$ cat config.mk
export PLATFORM = sky130hd
export DESIGN_NAME = liu_cfg_bank
export DESIGN_NICKNAME = d
export VERILOG_FILES = /design/src/liu_cfg_pkg.sv /design/src/clk_cfg_if.sv /design/src/liu_cfg_bank.sv /design/src/mclk_rate_decoder.sv
export SDC_FILE = /design/constraint.sdc
export NUM_CORES = 1
export LEC_CHECK = 0
export BUFFER_PORTS_ARGS = -buffer_cell sky130_fd_sc_hd__buf_2
export CELL_PAD_IN_SITES_DETAIL_PLACEMENT = 1
export CELL_PAD_IN_SITES_GLOBAL_PLACEMENT = 1
export CORE_ASPECT_RATIO = 1.5
export CORE_UTILIZATION = 41
export DETAILED_ROUTE_END_ITERATION = 6
export PLACE_DENSITY = 0.86
export SYNTH_ARGS = -nofsm -noshare
export SYNTH_HDL_FRONTEND = slang
export SYNTH_HIERARCHICAL = 1
export SYNTH_SLANG_ARGS = --single-unit
$ cat constraint.sdc
create_clock -name hclk -period 2 [get_ports hclk]
set_input_delay 0.2 -clock hclk [delete_from_list [all_inputs] [get_ports hclk]]
set_output_delay 0.2 -clock hclk [all_outputs]
set_load 0.02 [all_outputs]
$ cat src/liu_cfg_pkg.sv
// Purpose: Shared constants for the line interface clock and receive sensitivity register bank
// Assumes: Register indices are word indices; byte address is four times the index
// Notes: Widths are fixed; no parameters of the top module

`default_nettype none

package liu_cfg_pkg;

    // Register indices (byte address = index * 4)
    localparam logic [5:0] IDX_HAUL_LO = 6'h07;
    localparam logic [5:0] IDX_SENSE_CH1_CH2 = 6'h08;
    localparam logic [5:0] IDX_SENSE_CH3_CH4 = 6'h09;
    localparam logic [5:0] IDX_SENSE_CH5_CH6 = 6'h0a;
    localparam logic [5:0] IDX_HAUL_HI = 6'h27;
    localparam logic [5:0] IDX_SENSE_CH9_CH10 = 6'h28;
    localparam logic [5:0] IDX_SENSE_CH11_CH12 = 6'h29;
    localparam logic [5:0] IDX_CLOCK_CTRL = 6'h30;
    localparam logic [5:0] IDX_CLOCK_STATUS = 6'h31;

    // Reset value of every writable register
    localparam logic [7:0] REG_RESET = 8'h00;

    // Receive sensitivity register field layout
    localparam int TURNS_HI_BIT = 7;
    localparam int LEVEL_HI_LSB = 4;
    localparam int TURNS_LO_BIT = 3;
    localparam int LEVEL_LO_LSB = 0;

    // Clock control register field layout
    localparam int CLK_PLL_BIT = 0;
    localparam int CLK_BASE_BIT = 1;
    localparam int CLK_MULT_LSB = 2;

    // Clock status register field layout
    localparam int STATUS_DIRECT_BIT = 16;

    // Base master clock rates in kHz
    localparam logic [15:0] MCLK_T1_KHZ = 16'h0608;
    localparam logic [15:0] MCLK_E1_KHZ = 16'h0800;

    // Sensitivity codes and monitor gains in dB
    localparam logic [2:0] SENSE_MON_14DB = 3'h4;
    localparam logic [2:0] SENSE_MON_20DB = 3'h5;
    localparam logic [2:0] SENSE_MON_26DB = 3'h6;
    localparam logic [4:0] GAIN_14DB = 5'h0e;
    localparam logic [4:0] GAIN_20DB = 5'h14;
    localparam logic [4:0] GAIN_26DB = 5'h1a;
    localparam logic [4:0] GAIN_NONE = 5'h00;

    // Channel and sensitivity register counts
    localparam int HAUL_CH = 16;
    localparam int SENSE_CH = 12;
    localparam int SENSE_REGS = 6;

endpackage

`default_nettype wire

$ cat src/clk_cfg_if.sv
// Purpose: Carries the master clock settings to the rate decoder and its result back
// Assumes: One clock domain
// Notes: Register bank drives settings, decoder drives result

`timescale 1ns/100ps
`default_nettype none

interface clk_cfg_if;
    logic pll_on;                    // Loop enabled
    logic base_rate_sel;             // High: 1.544 family, low: 2.048 family
    logic [1:0] clock_multiple_sel;  // Multiple of base rate
    logic [15:0] mclk_khz;           // Expected master clock, kHz
    logic mclk_direct;               // Master clock used directly

    // Register bank side
    modport bank (output pll_on, output base_rate_sel, output clock_multiple_sel,
                  input mclk_khz, input mclk_direct);
    // Decoder side
    modport dec (input pll_on, input base_rate_sel, input clock_multiple_sel,
                 output mclk_khz, output mclk_direct);
endinterface

`default_nettype wire

$ cat src/liu_cfg_bank.sv
// Purpose: Clock and receive sensitivity configuration bank on an AHB-Lite slave port
// Assumes: Single word transfers, zero wait states, always OKAY
// Notes: Registers sit at four times their index; unmapped reads give zero
//
// Operation
// - Base set: 1.544 times 1,2,4,8 MHz
// - Base clear: 2.048 times 1,2,4,8 MHz
// - Haul bit set selects long haul
// - Haul banks at 07h and 27h
// - Two channels per sensitivity register
// - Sensitivity registers at 08h-0Ah, 28h-29h
// - Turns bit set selects 1:1 ratio
// - Three-bit field sets sensitivity and gain
// - Codes 0-3 loss, 4-6 monitor gain
// - Loop enable bit turns loop on
// - Base bit picks 1.544 or 2.048 family

`timescale 1ns/100ps
`default_nettype none

module liu_cfg_bank (
    input wire logic hclk,
    input wire logic hresetn,
    input wire logic ce,
    input wire logic hsel,
    input wire logic [7:0] haddr,
    input wire logic [1:0] htrans,
    input wire logic hwrite,
    input wire logic [2:0] hsize,
    input wire logic [31:0] hwdata,
    input wire logic hready,
    output logic [31:0] hrdata,
    output logic hreadyout,
    output logic hresp,
    output logic [15:0] long_haul_en,
    output logic [11:0] rx_turns_ratio_ch,
    output logic [35:0] rx_sense_level_ch,
    output logic [11:0] rx_monitor_mode,
    output logic [59:0] rx_monitor_gain_db,
    output logic pll_on,
    output logic base_rate_sel,
    output logic [1:0] clock_multiple_sel,
    output logic mclk_direct,
    output logic [15:0] mclk_khz
);

    // Low and high haul select banks
    logic [7:0] haul_select_low_bank;
    logic [7:0] haul_select_high_bank;
    // Sensitivity registers, ch1-2, 3-4, 5-6, 9-10, 11-12
    // Slot five has no address and stays zero; it feeds the two spare channel outputs
    logic [7:0] rx_sense [0:liu_cfg_pkg::SENSE_REGS-1];
    // Clock control register
    logic [7:0] clock_ctrl;
    // Pending write from the address phase
    logic wr_pend;
    logic [5:0] wr_idx;
    // Read data before forwarding
    logic [31:0] next_rdata;
    // Address phase accepted this cycle
    logic accept;
    // Carrier to the rate decoder
    clk_cfg_if clk_cfg ();

    // Map an index to a sensitivity register slot, or -1
    function automatic int sense_slot(input logic [5:0] idx);
        case (idx)
            liu_cfg_pkg::IDX_SENSE_CH1_CH2: sense_slot = 0;
            liu_cfg_pkg::IDX_SENSE_CH3_CH4: sense_slot = 1;
            liu_cfg_pkg::IDX_SENSE_CH5_CH6: sense_slot = 2;
            liu_cfg_pkg::IDX_SENSE_CH9_CH10: sense_slot = 3;
            liu_cfg_pkg::IDX_SENSE_CH11_CH12: sense_slot = 4;
            default: sense_slot = -1;
        endcase
    endfunction

    // Monitor gain for a sensitivity code; zero for the plain loss codes
    function automatic logic [4:0] monitor_gain(input logic [2:0] code);
        case (code)
            liu_cfg_pkg::SENSE_MON_14DB: monitor_gain = liu_cfg_pkg::GAIN_14DB;
            liu_cfg_pkg::SENSE_MON_20DB: monitor_gain = liu_cfg_pkg::GAIN_20DB;
            liu_cfg_pkg::SENSE_MON_26DB: monitor_gain = liu_cfg_pkg::GAIN_26DB;
            default: monitor_gain = liu_cfg_pkg::GAIN_NONE;
        endcase
    endfunction

    // Whether a code selects monitor mode
    function automatic logic is_monitor(input logic [2:0] code);
        is_monitor = (monitor_gain(code) != liu_cfg_pkg::GAIN_NONE);
    endfunction

    // Whether an index names a register that stores written data
    function automatic logic is_stored(input logic [5:0] idx);
        case (idx)
            liu_cfg_pkg::IDX_HAUL_LO,
            liu_cfg_pkg::IDX_HAUL_HI,
            liu_cfg_pkg::IDX_CLOCK_CTRL:
            begin
                is_stored = 1'b1;
            end
            default:
            begin
                // Sensitivity slots store; status and gaps do not
                is_stored = (sense_slot(idx) >= 0);
            end
        endcase
    endfunction

    // Readable value of a register index, before any pending write
    function automatic logic [31:0] reg_value(input logic [5:0] idx, input logic [7:0] hl, input logic [7:0] hh,
                                              input logic [7:0] s0, input logic [7:0] s1, input logic [7:0] s2,
                                              input logic [7:0] s3, input logic [7:0] s4, input logic [7:0] cc,
                                              input logic dir, input logic [15:0] khz);
        case (idx)
            liu_cfg_pkg::IDX_HAUL_LO: reg_value = {24'h000000, hl};
            liu_cfg_pkg::IDX_HAUL_HI: reg_value = {24'h000000, hh};
            liu_cfg_pkg::IDX_SENSE_CH1_CH2: reg_value = {24'h000000, s0};
            liu_cfg_pkg::IDX_SENSE_CH3_CH4: reg_value = {24'h000000, s1};
            liu_cfg_pkg::IDX_SENSE_CH5_CH6: reg_value = {24'h000000, s2};
            liu_cfg_pkg::IDX_SENSE_CH9_CH10: reg_value = {24'h000000, s3};
            liu_cfg_pkg::IDX_SENSE_CH11_CH12: reg_value = {24'h000000, s4};
            liu_cfg_pkg::IDX_CLOCK_CTRL: reg_value = {24'h000000, cc};
            liu_cfg_pkg::IDX_CLOCK_STATUS: reg_value = {15'h0000, dir, khz};
            default: reg_value = 32'h00000000;
        endcase
    endfunction

    // Zero wait states, always OKAY
    assign hreadyout = 1'b1;
    assign hresp = 1'b0;
    // A valid transfer is accepted when the clock enable is high, the slave is selected and the bus is ready
    assign accept = ce && hsel && hready && htrans[1];

    // Remember a write address phase for its data phase
    always_ff @(posedge hclk or negedge hresetn)
    begin
        if (!hresetn)
        begin
            wr_pend <= 1'b0;
            wr_idx <= 6'h00;
        end
        else if (ce)
        begin
            // Only accepted writes to storing registers are kept
            // Status and unmapped indices never leave a write pending
            wr_pend <= accept && hwrite && is_stored(haddr[7:2]);
            wr_idx <= haddr[7:2];
        end
    end

    // Haul select banks, reset to zero
    always_ff @(posedge hclk or negedge hresetn)
    begin
        if (!hresetn)
        begin
            haul_select_low_bank <= liu_cfg_pkg::REG_RESET;
            haul_select_high_bank <= liu_cfg_pkg::REG_RESET;
        end
        else if (ce && wr_pend)
        begin
            // Bit k holds the bank's lowest channel plus k
            if (wr_idx == liu_cfg_pkg::IDX_HAUL_LO)
            begin
                haul_select_low_bank <= hwdata[7:0];
            end
            if (wr_idx == liu_cfg_pkg::IDX_HAUL_HI)
            begin
                haul_select_high_bank <= hwdata[7:0];
            end
        end
    end

    // Receive sensitivity registers, reset to zero
    always_ff @(posedge hclk or negedge hresetn)
    begin
        if (!hresetn)
        begin
            for (int i = 0; i < liu_cfg_pkg::SENSE_REGS; i++)
            begin
                rx_sense[i] <= liu_cfg_pkg::REG_RESET;
            end
        end
        else if (ce && wr_pend)
        begin
            // Only a mapped slot takes the write
            for (int i = 0; i < liu_cfg_pkg::SENSE_REGS; i++)
            begin
                if (sense_slot(wr_idx) == i)
                begin
                    rx_sense[i] <= hwdata[7:0];
                end
            end
        end
    end

    // Clock control register, reset to loop off
    always_ff @(posedge hclk or negedge hresetn)
    begin
        if (!hresetn)
        begin
            clock_ctrl <= liu_cfg_pkg::REG_RESET;
        end
        else if (ce && wr_pend && wr_idx == liu_cfg_pkg::IDX_CLOCK_CTRL)
        begin
            // Upper bits are stored but steer nothing
            clock_ctrl <= hwdata[7:0];
        end
    end

    // Read value for the address now on the bus; reading has no side effect
    always_comb
    begin
        next_rdata = reg_value(haddr[7:2], haul_select_low_bank, haul_select_high_bank, rx_sense[0],
                               rx_sense[1], rx_sense[2], rx_sense[3], rx_sense[4], clock_ctrl,
                               clk_cfg.mclk_direct, clk_cfg.mclk_khz);
        // A write landing at this same edge is forwarded so the read sees it
        if (wr_pend && wr_idx == haddr[7:2])
        begin
            // Pending writes only ever name storing registers
            next_rdata = {24'h000000, hwdata[7:0]};
        end
    end

    // Read data register, loaded in the address phase
    // Held until the next accepted read
    always_ff @(posedge hclk or negedge hresetn)
    begin
        if (!hresetn)
        begin
            hrdata <= 32'h00000000;
        end
        else if (ce && accept && !hwrite)
        begin
            hrdata <= next_rdata;
        end
    end

    // Settings to the rate decoder
    assign clk_cfg.pll_on = clock_ctrl[liu_cfg_pkg::CLK_PLL_BIT];
    assign clk_cfg.base_rate_sel = clock_ctrl[liu_cfg_pkg::CLK_BASE_BIT];
    assign clk_cfg.clock_multiple_sel = clock_ctrl[liu_cfg_pkg::CLK_MULT_LSB +: 2];

    // Master clock rate decoder
    // Its result lags the control register by one edge
    mclk_rate_decoder mclk_rate_decoder_i (
        .hclk(hclk),
        .hresetn(hresetn),
        .ce(ce),
        .cfg(clk_cfg)
    );

    // Clock settings and decoded rate to the pins
    assign pll_on = clk_cfg.pll_on;
    assign base_rate_sel = clk_cfg.base_rate_sel;
    assign clock_multiple_sel = clk_cfg.clock_multiple_sel;
    assign mclk_direct = clk_cfg.mclk_direct;
    assign mclk_khz = clk_cfg.mclk_khz;

    // Long haul enables straight from the banks
    assign long_haul_en = {haul_select_high_bank, haul_select_low_bank};

    // Per-channel receive controls; channel j sits in slot j/2, high half when j is odd
    // Outputs follow the registers one edge later, like the decoded rate
    always_ff @(posedge hclk or negedge hresetn)
    begin
        if (!hresetn)
        begin
            rx_turns_ratio_ch <= 12'h000;
            rx_sense_level_ch <= 36'h000000000;
            rx_monitor_mode <= 12'h000;
            rx_monitor_gain_db <= 60'h000000000000000;
        end
        else if (ce)
        begin
            for (int j = 0; j < liu_cfg_pkg::SENSE_CH; j++)
            begin
                if (j[0])
                begin
                    // Higher channel of the pair: bit 7 and bits 6:4
                    rx_turns_ratio_ch[j] <= rx_sense[j/2][liu_cfg_pkg::TURNS_HI_BIT];
                    rx_sense_level_ch[j*3 +: 3] <= rx_sense[j/2][liu_cfg_pkg::LEVEL_HI_LSB +: 3];
                    rx_monitor_mode[j] <= is_monitor(rx_sense[j/2][liu_cfg_pkg::LEVEL_HI_LSB +: 3]);
                    rx_monitor_gain_db[j*5 +: 5] <= monitor_gain(rx_sense[j/2][liu_cfg_pkg::LEVEL_HI_LSB +: 3]);
                end
                else
                begin
                    // Lower channel of the pair: bit 3 and bits 2:0
                    rx_turns_ratio_ch[j] <= rx_sense[j/2][liu_cfg_pkg::TURNS_LO_BIT];
                    rx_sense_level_ch[j*3 +: 3] <= rx_sense[j/2][liu_cfg_pkg::LEVEL_LO_LSB +: 3];
                    rx_monitor_mode[j] <= is_monitor(rx_sense[j/2][liu_cfg_pkg::LEVEL_LO_LSB +: 3]);
                    rx_monitor_gain_db[j*5 +: 5] <= monitor_gain(rx_sense[j/2][liu_cfg_pkg::LEVEL_LO_LSB +: 3]);
                end
            end
        end
    end

endmodule

`default_nettype wire

$ cat src/mclk_rate_decoder.sv
// Purpose: Decodes the master clock settings into the expected input rate
// Assumes: Settings are stable register outputs
// Notes: Result is registered, one cycle behind the settings

`timescale 1ns/100ps
`default_nettype none

module mclk_rate_decoder (
    input wire logic hclk,
    input wire logic hresetn,
    input wire logic ce,
    clk_cfg_if.dec cfg
);

    // Registered decode of the clock settings
    always_ff @(posedge hclk or negedge hresetn)
    begin
        if (!hresetn)
        begin
            cfg.mclk_khz <= 16'h0000;
            cfg.mclk_direct <= 1'b1;
        end
        else if (ce)
        begin
            if (!cfg.pll_on)
            begin
                // Loop off: clock taken as is, multiple and base are ignored
                cfg.mclk_direct <= 1'b1;
                cfg.mclk_khz <= 16'h0000;
            end
            else if (cfg.base_rate_sel)
            begin
                // 1.544 family: 1x, 2x, 4x, 8x
                cfg.mclk_direct <= 1'b0;
                cfg.mclk_khz <= liu_cfg_pkg::MCLK_T1_KHZ << cfg.clock_multiple_sel;
            end
            else
            begin
                // 2.048 family: 1x, 2x, 4x, 8x
                cfg.mclk_direct <= 1'b0;
                cfg.mclk_khz <= liu_cfg_pkg::MCLK_E1_KHZ << cfg.clock_multiple_sel;
            end
        end
    end

endmodule

`default_nettype wire
# Word level (Yosys, flattened, before mapping)
# Index checks and enable logic that the tools add are counted.
# W data, S select, Z words.
# totals
input_bits,51
output_inout_bits,191
regBits,248
wordCells,149
# op_classes
order_cmp,1
eq_ne,59
n_shift,2
n_mux,36
reduce_logical,33
# ops
cell,n
$pmux W32 S5,2
$pmux W5 S3,12
$pmux W17 S9,1
$mux W32,4
$eq A3 B3 Y1 const B,36
$eq A32 B3 Y1 const B,2
$eq A32 B4 Y1 const B,2
$mux W5,12
$reduce_bool A5 Y1,12
$eq A6 B6 Y1 const B,9
$eq A6 B4 Y1 const B,6
$eq A32 B2 Y1 const B,1
$ge A32 B1 Y1 const B,1
$logic_not A32 Y1,1
$mux W16,2
$reduce_and A2 Y1,8
$shl A11 B2 Y16 const A,1
$shl A12 B2 Y16 const A,1
$eq A6 B3 Y1 const B,2
$logic_and A1 B1 Y1,10
$eq A6 B6 Y1,1
$mux W1,3
$reduce_or A3 Y1,1
$logic_not A1 Y1,1

# Logic depth before layout (Yosys ltp)
# Gate-level depths: netlist (run 1).
# logic_depth
ltp_word,8
ltp_mapped,7
ltp_nobuf,5

# Cells and area by module
# Netlist (run 1), hierarchy kept.
# modules_own_cells
module,area_each_um2,seq_area_each_um2,cells_per_inst,n_inst
liu_cfg_bank,8612.0,4804.6,725,1
mclk_rate_decoder,541.8,251.5,55,1

# Worst setup path after synthesis (run 1)
# Ideal clock, no wire load.
# synth_path
path_type,register -> register
from,register wr_idx[5]
to,register hrdata[0]
synth_period_minus_slack_ns,1.649
setup_slack_ns,0.351
setup_time_ns,0.142
t_required_ns,1.858
path_buffers,1
stages_incl_launch_ff,7
arrival_time_ns,1.507
path_cell_list,dfrtp_1 > buf_2 > xnor2_1 > nand4_1 > nor4_4 > a211o_2 > o221ai_1
# synth_between
elab_chain_cells,3
# synth_lines
item,line,rtl
"start, declared",liu_cfg_bank.sv:57,logic [5:0] wr_idx;
"start signal, assigned",liu_cfg_bank.sv:147,wr_idx <= haddr[7:2];
$eq A6 B6 Y1,liu_cfg_bank.sv:217,if (wr_pend && wr_idx == haddr[7:2])
$logic_and A1 B1 Y1,liu_cfg_bank.sv:217,
$mux W32,liu_cfg_bank.sv:217,
"end signal, assigned",liu_cfg_bank.sv:234,hrdata <= next_rdata;
"end, declared",liu_cfg_bank.sv:32,"output logic [31:0] hrdata,"
# No other way between the ends.
# A chain may end at the register's enable or synchronous reset.

# Final worst setup path (run 1)
# layout_path
from,register wr_idx[2]
to,register rx_sense[29] (netlist bit)
# layout_between
elab_chain_cells,5
elab_cells_between_ends,9
cone_classes,6 x eq/ne; 2 x mux; 1 x reduce/logical
# layout_lines
item,line,rtl
$eq A6 B6 Y1 / $eq A6 B4 Y1 (equally long branches),liu_cfg_bank.sv:67,case (idx)
$pmux W32 S5 *,liu_cfg_bank.sv:67,
$mux W32 *,liu_cfg_bank.sv:183,else if (ce && wr_pend)
$eq A32 B3 Y1 *,liu_cfg_bank.sv:188,if (sense_slot(wr_idx) == i)
$reduce_and A2 Y1 (no line) *,n/a,
"end signal, assigned by index",liu_cfg_bank.sv:180,rx_sense[i] <= liu_cfg_pkg::REG_RESET;
"end signal, assigned by index",liu_cfg_bank.sv:190,rx_sense[i] <= hwdata[7:0];
"end, declared",liu_cfg_bank.sv:52,logic [7:0] rx_sense [0:liu_cfg_pkg::SENSE_REGS-1];
# Mark *: on every way between the ends. The rest lies on a longest branch, timed or not. The select of a mux whose other input is x is not followed.

==> results of run 1 <==
-- layout by cell type, fill, tap and decap left out, types with 6 or more instances in the layout --
| cell | synthesis | final |
|---|---|---|
| clkbuf_16 | 0 | 21 |
| o21ai_0 | 54 | 54 |
| nand2_1 | 60 | 60 |
| a22o_1 | 9 | 9 |
| o221ai_1 | 8 | 8 |
| xnor2_1 | 15 | 15 |
| buf_2 | 11 | 174 |
| dfrtp_1 | 201 | 201 |
| nand3_1 | 18 | 18 |
| o22ai_1 | 13 | 13 |
| buf_4 | 53 | 31 |
| o2bb2ai_1 | 12 | 12 |
| mux2_2 | 109 | 109 |
| nand3b_1 | 23 | 23 |
| mux2i_1 | 17 | 17 |
| nor2_1 | 6 | 6 |
| inv_1 | 63 | 63 |
| conb_1 | 3 | 35 |
-- final timing paths --
kind	startpoint	endpoint	slack (ns)	cells after the start
worst max-delay path	wr_idx[2]	rx_sense[29]	0.16	5
worst min-delay path	haddr[3]	wr_idx[1]	0.05	2
worst max register to register	wr_idx[2]	rx_sense[29]	0.16	5
worst min register to register	rx_sense[7]	rx_sense[7]	0.37	0
max in group asynchronous	hresetn	rx_monitor_gain_db[7]	1.02	3
min in group asynchronous	hresetn	rx_monitor_gain_db[3]	0.26	2
-- per-layer routing --
layer / track usage / up-vias
li1: - / 2963
met5: 0 / -
met4: 0.0905 / 0
met1: 0.270 / 3343
met3: 0.0317 / 58
met2: 0.409 / 210
-- repair_timing --
item	in CTS	in global routing
hold endpoints to repair	56	0
hold buffers	2	0
gates resized for setup	0	0
buffers inserted	0	0
-- layout make-up --
| cell class | count | area [sq um] | share of cell area |
|---|---|---|---|
| sequential | 202 | 5060 | 0.465 |
| timing repair buffer | 212 | 1220 | 0.112 |
| tap | 272 | 340 | 0.0313 |
| clock buffer | 26 | 564 | 0.0519 |
| multi-input combinational | 451 | 3380 | 0.311 |
| inverter | 63 | 236 | 0.0218 |
| clock inverter | 7 | 66.3 | 0.00610 |
-- worst max-delay path, cell delays in order, from the launching register on --
cell,delay [ns]
dfrtp_1,0.45
nor3_1,0.25
nor3b_1,0.28
and3_1,0.20
buf_4,0.19
mux2_2,0.36
-- registers in the layout (all words and copies together), names as in the netlist --
signal,cells
hrdata,17
mclk_rate_decoder_i/cfg.mclk_direct,1
mclk_rate_decoder_i/cfg.mclk_khz,9
haul_select_low_bank,8
rx_monitor_gain_db,36
wr_pend,1
wr_idx,6
rx_turns_ratio_ch,12
clock_ctrl,8
rx_monitor_mode,12
haul_select_high_bank,8
rx_sense,48
rx_sense_level_ch,36
-- through the flow --
stage          setup slack (ns)  instance area [sq um]  hold WS, ns
6_report                  0.163                  10900       0.0497
5_1_grt                  0.0167                  10900       0.0291
4_1_cts                   0.161                  10900       0.0244
3_5_place_dp             0.0227                  10200        0.219
3_3_place_gp              0.136                  10200        0.213
2_1_floorplan             0.351                   9270      -0.0956
-- where the power goes --
part | internal [W] | switching [W]
Combinational | 0.000126 | 0.000338
Sequential | 0.00411 | 0.0000348
Clock | 0.00212 | 0.00158
-- kinds of logic (layout without fill, tap and decap cells) --
kind of cell / Yosys count / in the layout
adders and majority gates: 3 / 3
AOI/OAI and AO/OA: 125 / 125
DFF: 202 / 202
other: 3 / 35
and+or+nand+nor: 144 / 144
xor gates and xnor gates: 18 / 18
muxes: 126 / 126
buffers and inverters: 159 / 308
==> impl_metrics.ini, run 1 <==
[status]
outcome = finished clean

[clock_tree]
htreeDepth = 1
clock_path_buffers = 3
cts_tree = built
path_clk_slew_ns = 0.06
clock-sinks = 202
clk_latency_ns = 0.49
cts_inserted_buffers = 20
clockRootBuffer = clkbuf_16

[worst_setup_path]
arrival_ns = 2.21
worstPathRequired_ns = 2.37
critPathLaunchType = flop
cp-end-kind = flop
path_max_fanout = 8
crit_type = reg2reg

[synthesis]
synthesis.yosys.warnings = 6
ys_seq_area_frac = 0.552
ys_ff_latch = 202
synth_common_cells = 201 x dfrtp_1, 109 x mux2_2, 63 x inv_1
yosys.area_share.adder = 0.00410
synth_top_area_frac = 0.549
ys.flop_type = dfrtp_1
synth_xor_xnor_area_share = 0.0172
postSynthAreaPerCell_sq_um = 11.7
muxShareOfSynthArea = 0.153
synth.most_common_cell = dfrtp_1
yosys.area.top_type = dfrtp_1
synth_area_leaders = dfrtp_1 55%, mux2_2 13%, buf_4 4.3%
syn_inst = 780
synthSimpleGateAreaFrac = 0.0888
async_flop_share = 1.00
yosysUniqueCellTypes = 54
synth_edf_count = 0
synthesis.area_sq_um = 9150
synth_top_family_by_area = multiplexers
synth_compound_area_frac = 0.0923

[sta]
hold_violations = 0
period_needed_ns = 1.84
fin_setup_tns_ns = 0
final-setup-viol-count = 0
rsz0062_at_grt = false
slew_violations = 0
relSlewSlack = 0.638
worstMarginPinSlew_ns = 0.530
fmax_mhz = 544
period_share = 0.918
finClkSkew_ns = 0.00913

[global_routing]
grt_max_degree = 103
grt_overflow = 0
grt_usage = 0.228
antenna_found_initial = 0
grt_pass1_wl_mm = 39.6
grt_pass1_vias = 6976

[flow_run]
max_cap_violations = 0

[power]
p_per_area_nw_per_um2 = 765
peakVddDrop_mv = 0.528
leakage_nw = 5.47
power_w = 0.00831

[final_layout]
area_delta_synth_final_pct = 18.7
finalNonFillerCells = 1233
drive_above_1_share = 0.377
nNetsFinal = 1004
fillers = 2394
final_util = 0.498
diodes = 0

[routing]
wl_mm = 25.5
vias_per_cell = 5.33
ant_nets = 0
route.top_layer_used = met4
wire_per_inst_um = 20.7
met3WireLength_mm = 1.19
dr_wl_met2_mm = 13.6
drc = 0
first_iter_violations = 364
wl_met1_mm = 9.74
vias = 6574
drtPass1Iterations = 4

[placement]
dp_cells = 1198
port_buffers = 176
dp_hpwl_mm = 18.5
gp_congestion = 0.886

[die]
ios = 242
fp.dieH_um = 185
core_sq_um = 21800
initial_core_util = 0.420
rows = 66
die_x_um = 124
die-area_sq_um = 22900

[worst_hold_path]
hp-class = in2reg
(Power assumes the default switching activity.)
==> run 2, diff against run 1 <==
Settings changed: REMOVE_ABC_BUFFERS set to 1.
==> impl_metrics.ini, run 2 (synthesis results as in run 1) <==
[clock_tree]
clock_path_buffers = 3
clockRootBuffer = clkbuf_16
cts_inserted_buffers = 20
htreeDepth = 1
cts_tree = built
path_clk_slew_ns = 0.06
postCtsSetupRepairBufs = 0
clk_latency_ns = 0.50
clock-sinks = 202

[final_layout]
final_cell_mix = 201 x dfrtp_1, 174 x buf_2, 109 x mux2_2
largestRegisters = rx_sense x48, rx_monitor_gain_db x36, rx_sense_level_ch x36
area_delta_synth_final_pct = 18.7
final_common_cell = dfrtp_1
nNetsFinal = 996
diodes = 0
drive_above_1_share = 0.374
largest_register_ffs = 48
largest-register = rx_sense

[worst_hold_path]
hp-class = in2reg
holdCritStartpoint = hwdata[7]

[worst_setup_path]
worstPathRequired_ns = 2.38
cp-end-kind = flop
critPathLaunchType = flop
arrival_ns = 2.27
worstReg2RegStart = wr_idx[2]
cp-startpoint = wr_idx[2]
path_max_fanout = 8
crit_type = reg2reg

[routing]
drtPass1Iterations = 5
drc = 0
ant_nets = 0
wire_per_inst_um = 20.7
wl_mm = 25.4
vias_per_cell = 5.41
first_iter_violations = 399
vias = 6640

[sta]
fmax_mhz = 528
slew_violations = 0
rsz0062_at_grt = true
final-setup-viol-count = 0
finClkSkew_ns = 0.0109
period_share = 0.948
period_needed_ns = 1.90
fin_setup_tns_ns = 0
hold_violations = 0
worstMarginPinSlew_ns = 0.607
relSlewSlack = 0.590

[placement]
port_buffers = 176
dp_hpwl_mm = 18.3
gp_congestion = 0.835

[die]
die-area_sq_um = 22900
fp.dieH_um = 185
initial_core_util = 0.420
rows = 66
ios = 242
die_x_um = 124
core_sq_um = 21800

[global_routing]
grt_pass1_vias = 7062
antenna_found_initial = 0
grt_max_degree = 86
grt_pass1_wl_mm = 40.2
grt_usage = 0.230
grt_overflow = 0

[power]
p_per_area_nw_per_um2 = 794
leakage_nw = 5.47
peakVddDrop_mv = 0.466
power_w = 0.00863

[flow_run]
max_cap_violations = 0

[status]
outcome = finished clean
==> run 2: cell type report <==
cell class,instances,area (sq um)
clock inverter,6,80.1
inverter,63,236
fill,2404,10900
multi-input combinational,451,3380
sequential,202,5060
tap,272,340
timing repair buffer,204,1140
clock buffer,30,629
==> run 2: final timing paths <==
path | cells after the start | to | slack [ns]
min reg2reg | 0 | rx_sense[3] | 0.37
max | 5 | rx_sense[27] | 0.10
max in group asynchronous | 3 | rx_sense_level_ch[1] | 1.11
min | 2 | haul_select_high_bank[7] | 0.12
max reg2reg | 5 | rx_sense[27] | 0.10
min in group asynchronous | 2 | hrdata[11] | 0.21
==> run 2: per-stage QoR <==
stage | util | cells | setup WS, ns | hold WS [ns] | instance area (sq um)
finish | 0.499 | 1228 | 0.105 | 0.116 | 10900
floorplan | - | 716 | 0.297 | -0.0956 | 8670
global route | 0.499 | 1228 | -0.0185 | 0.118 | 10900
global placement | 0.465 | 1190 | 0.175 | 0.157 | 10100
CTS | 0.499 | 1228 | 0.0983 | 0.108 | 10900
detailed placement | 0.465 | 1190 | 0.0863 | 0.158 | 10100
==> run 2: repair_timing <==
| item | CTS | global route |
|---|---|---|
| hold buffers | 2 | 0 |
| endpoints found under the setup margin | 0 | 8 |
| hold endpoints to repair | 38 | 0 |
| resized for setup | 0 | 0 |
==> run 2: critical path, stage by stage, from the launching register on <==
cell and delay, ns:
dfrtp_1 0.43, nor3_1 0.31, nor3b_1 0.29, and3_1 0.20, buf_4 0.19, mux2_2 0.36
==> run 2: report_power, final <==
group / internal (W) / switching (W) / leakage, nW / total [W]
registers: 0.00411 / 0.0000287 / 2.81 / 0.00414
clock network: 0.00243 / 0.00159 / 0.355 / 0.00402
logic: 0.000124 / 0.000345 / 2.31 / 0.000470
total: 0.00666 / 0.00196 / 5.47 / 0.00863
==> run 2: routing by layer <==
layer,vias up,global-route usage,wire [um]
met4,0,0.119,1310
met3,87,0.0323,1140
met1,3368,0.266,9430
li1,2942,-,-
met5,-,0,0
met2,243,0.408,13500
==> run 3, diff against run 2 <==
Settings changed: ABC_AREA set to 0, CORE_UTILIZATION 41 to 43, CTS_BUF_LIST set to sky130_fd_sc_hd__clkbuf_4 sky130_fd_sc_hd__clkbuf_8, PLACE_DENSITY 0.86 to 0.9.
==> impl_metrics.ini, run 3 (synthesis results as in run 1) <==
[status]
outcome = finished clean

[power]
p_comb_frac = 0.057
power_w = 0.00812
power_switching_w = 0.00191
power_frac_clock = 0.433
p_per_area_nw_per_um2 = 754
leakage_nw = 5.45
internal-power_w = 0.00621
power_frac_seq = 0.510
peakVddDrop_mv = 0.433
switching_share = 0.235

[sta]
period_needed_ns = 1.83
relSlewSlack = 0.629
holdWs_ns = 0.0555
worstMarginPinSlew_ns = 0.542
period_share = 0.916
fmax_mhz = 546
slew_violations = 0
rsz0062_at_grt = false
hold_violations = 0
final-setup-viol-count = 0
finClkSkew_ns = 0.0191

[worst_hold_path]
hp-class = in2reg

[die]
die-area_sq_um = 21900
initial_core_util = 0.436
fp.dieH_um = 181
die_x_um = 121
ios = 242
rows = 65
core_sq_um = 21000

[placement]
dp_hpwl_mm = 18.4
place_area_sq_um = 10100
gp_congestion = 0.876
port_buffers = 176

[final_layout]
nNetsFinal = 1001
largestRegisters = rx_sense x48, rx_monitor_gain_db x36, rx_sense_level_ch x36
fillers = 2304
fin_area_sq_um = 10800
largest-register = rx_sense
final_cell_mix = 201 x dfrtp_1, 174 x buf_2, 109 x mux2_2
final_util = 0.514
drive_above_1_share = 0.385
area_delta_synth_final_pct = 17.8
final_common_cell = dfrtp_1
largest_register_ffs = 48
ff_latch_area_sq_um = 5060
multi_input_area_sq_um = 3390

[global_routing]
grt_pass1_vias = 7171
antenna_found_initial = 1
grt_max_degree = 121
grt_overflow = 0
grt_usage = 0.239
grt_pass1_wl_mm = 40.5

[routing]
ant_nets = 0
vias_per_cell = 5.41
wl_mm = 25.6
vias = 6691
drc = 0
drtPass1Iterations = 4
wire_per_inst_um = 20.7
first_iter_violations = 360

[clock_tree]
clock-sinks = 202
cts_inserted_buffers = 30
htreeDepth = 1
path_clk_slew_ns = 0.07
clockRootBuffer = clkbuf_8
clock_path_buffers = 3
cts_tree = built
clk_latency_ns = 0.57

[worst_setup_path]
worstPathRequired_ns = 2.44
critPathLaunchType = flop
crit_family = simple AND/OR/NAND/NOR gates
critPathBufInv = 1
slowest_delay_ns = 0.42
path_max_fanout = 8
slowest_stage = dfrtp_1
crit_type = reg2reg
arrival_ns = 2.27
crit_chain = nor3_1 > nor3b_2 > and3_1 > buf_4 > mux2_2
cp-end-kind = flop

[flow_run]
max_cap_violations = 0
run 3: cell count changes in the layout (fill, tap and decap cells not counted):
cell       previous run  this run
nor3b_1               1         0
clkinv_2              4         1
clkbuf_16            21         0
clkbuf_1              2         0
bufinv_16             2         1
buf_12                3         5
nor3b_2               0         1
clkbuf_4              0        15
clkbuf_8              8        36
diode_2               0         1
buf_4                24        17
run 3: through the flow:
stage / std cells / TNS [ns] / setup WS [ns]
global route: 1236 / 0 / 0.0183
finish: 1236 / 0 / 0.168
floorplan: 716 / 0 / 0.297
CTS: 1235 / 0 / 0.0754
global placement: 1181 / 0 / 0.178
detailed placement: 1181 / -0.0438 / -0.0438
run 3: cell type report:
type / count / share of cell area
flip-flops and latches: 202 / 0.469
multi-input cells: 451 / 0.314
repair buffers: 199 / 0.105
clock buffers: 50 / 0.0551
well taps: 268 / 0.0311
inverters: 63 / 0.0219
clock inverters: 2 / 0.00325
diodes: 1 / 0.000232
run 3: final timing paths:
kind / startpoint / end / slack [ns] / cells past startpoint
worst max-delay path: wr_idx[0] / rx_sense[24] / 0.17 / 5
worst min-delay path: hwdata[3] / rx_sense[43] / 0.06 / 2
worst max register to register: wr_idx[0] / rx_sense[24] / 0.17 / 5
worst min register to register: rx_sense[7] / rx_sense[7] / 0.37 / 0
max in group asynchronous: hresetn / haul_select_high_bank[1] / 1.12 / 3
min in group asynchronous: hresetn / rx_sense[6] / 0.15 / 2
run 3: power groups by stage:
stage / sequential [W] / clock [W] / combinational [W]
floorplan: 0.00422 / 0 / 0.000161
global placement: 0.00421 / 0 / 0.000445
detailed placement: 0.00422 / 0 / 0.000459
CTS: 0.00414 / 0.00360 / 0.000462
global route: 0.00414 / 0.00376 / 0.000503
finish: 0.00414 / 0.00352 / 0.000462
run 3: what timing repair did:
action / CTS / global route
setup endpoints to repair: 0 / 16
buffers inserted: 0 / 0
hold buffers: 2 / 0
endpoints found under the hold margin: 89 / 0
gates resized for setup: 0 / 1
run 3: per-layer routing:
metal | routed length, um | GRT usage
met1 | 9610 | 0.277
met2 | 13600 | 0.420
met3 | 1180 | 0.0344
met4 | 1240 | 0.131
met5 | 0 | 0
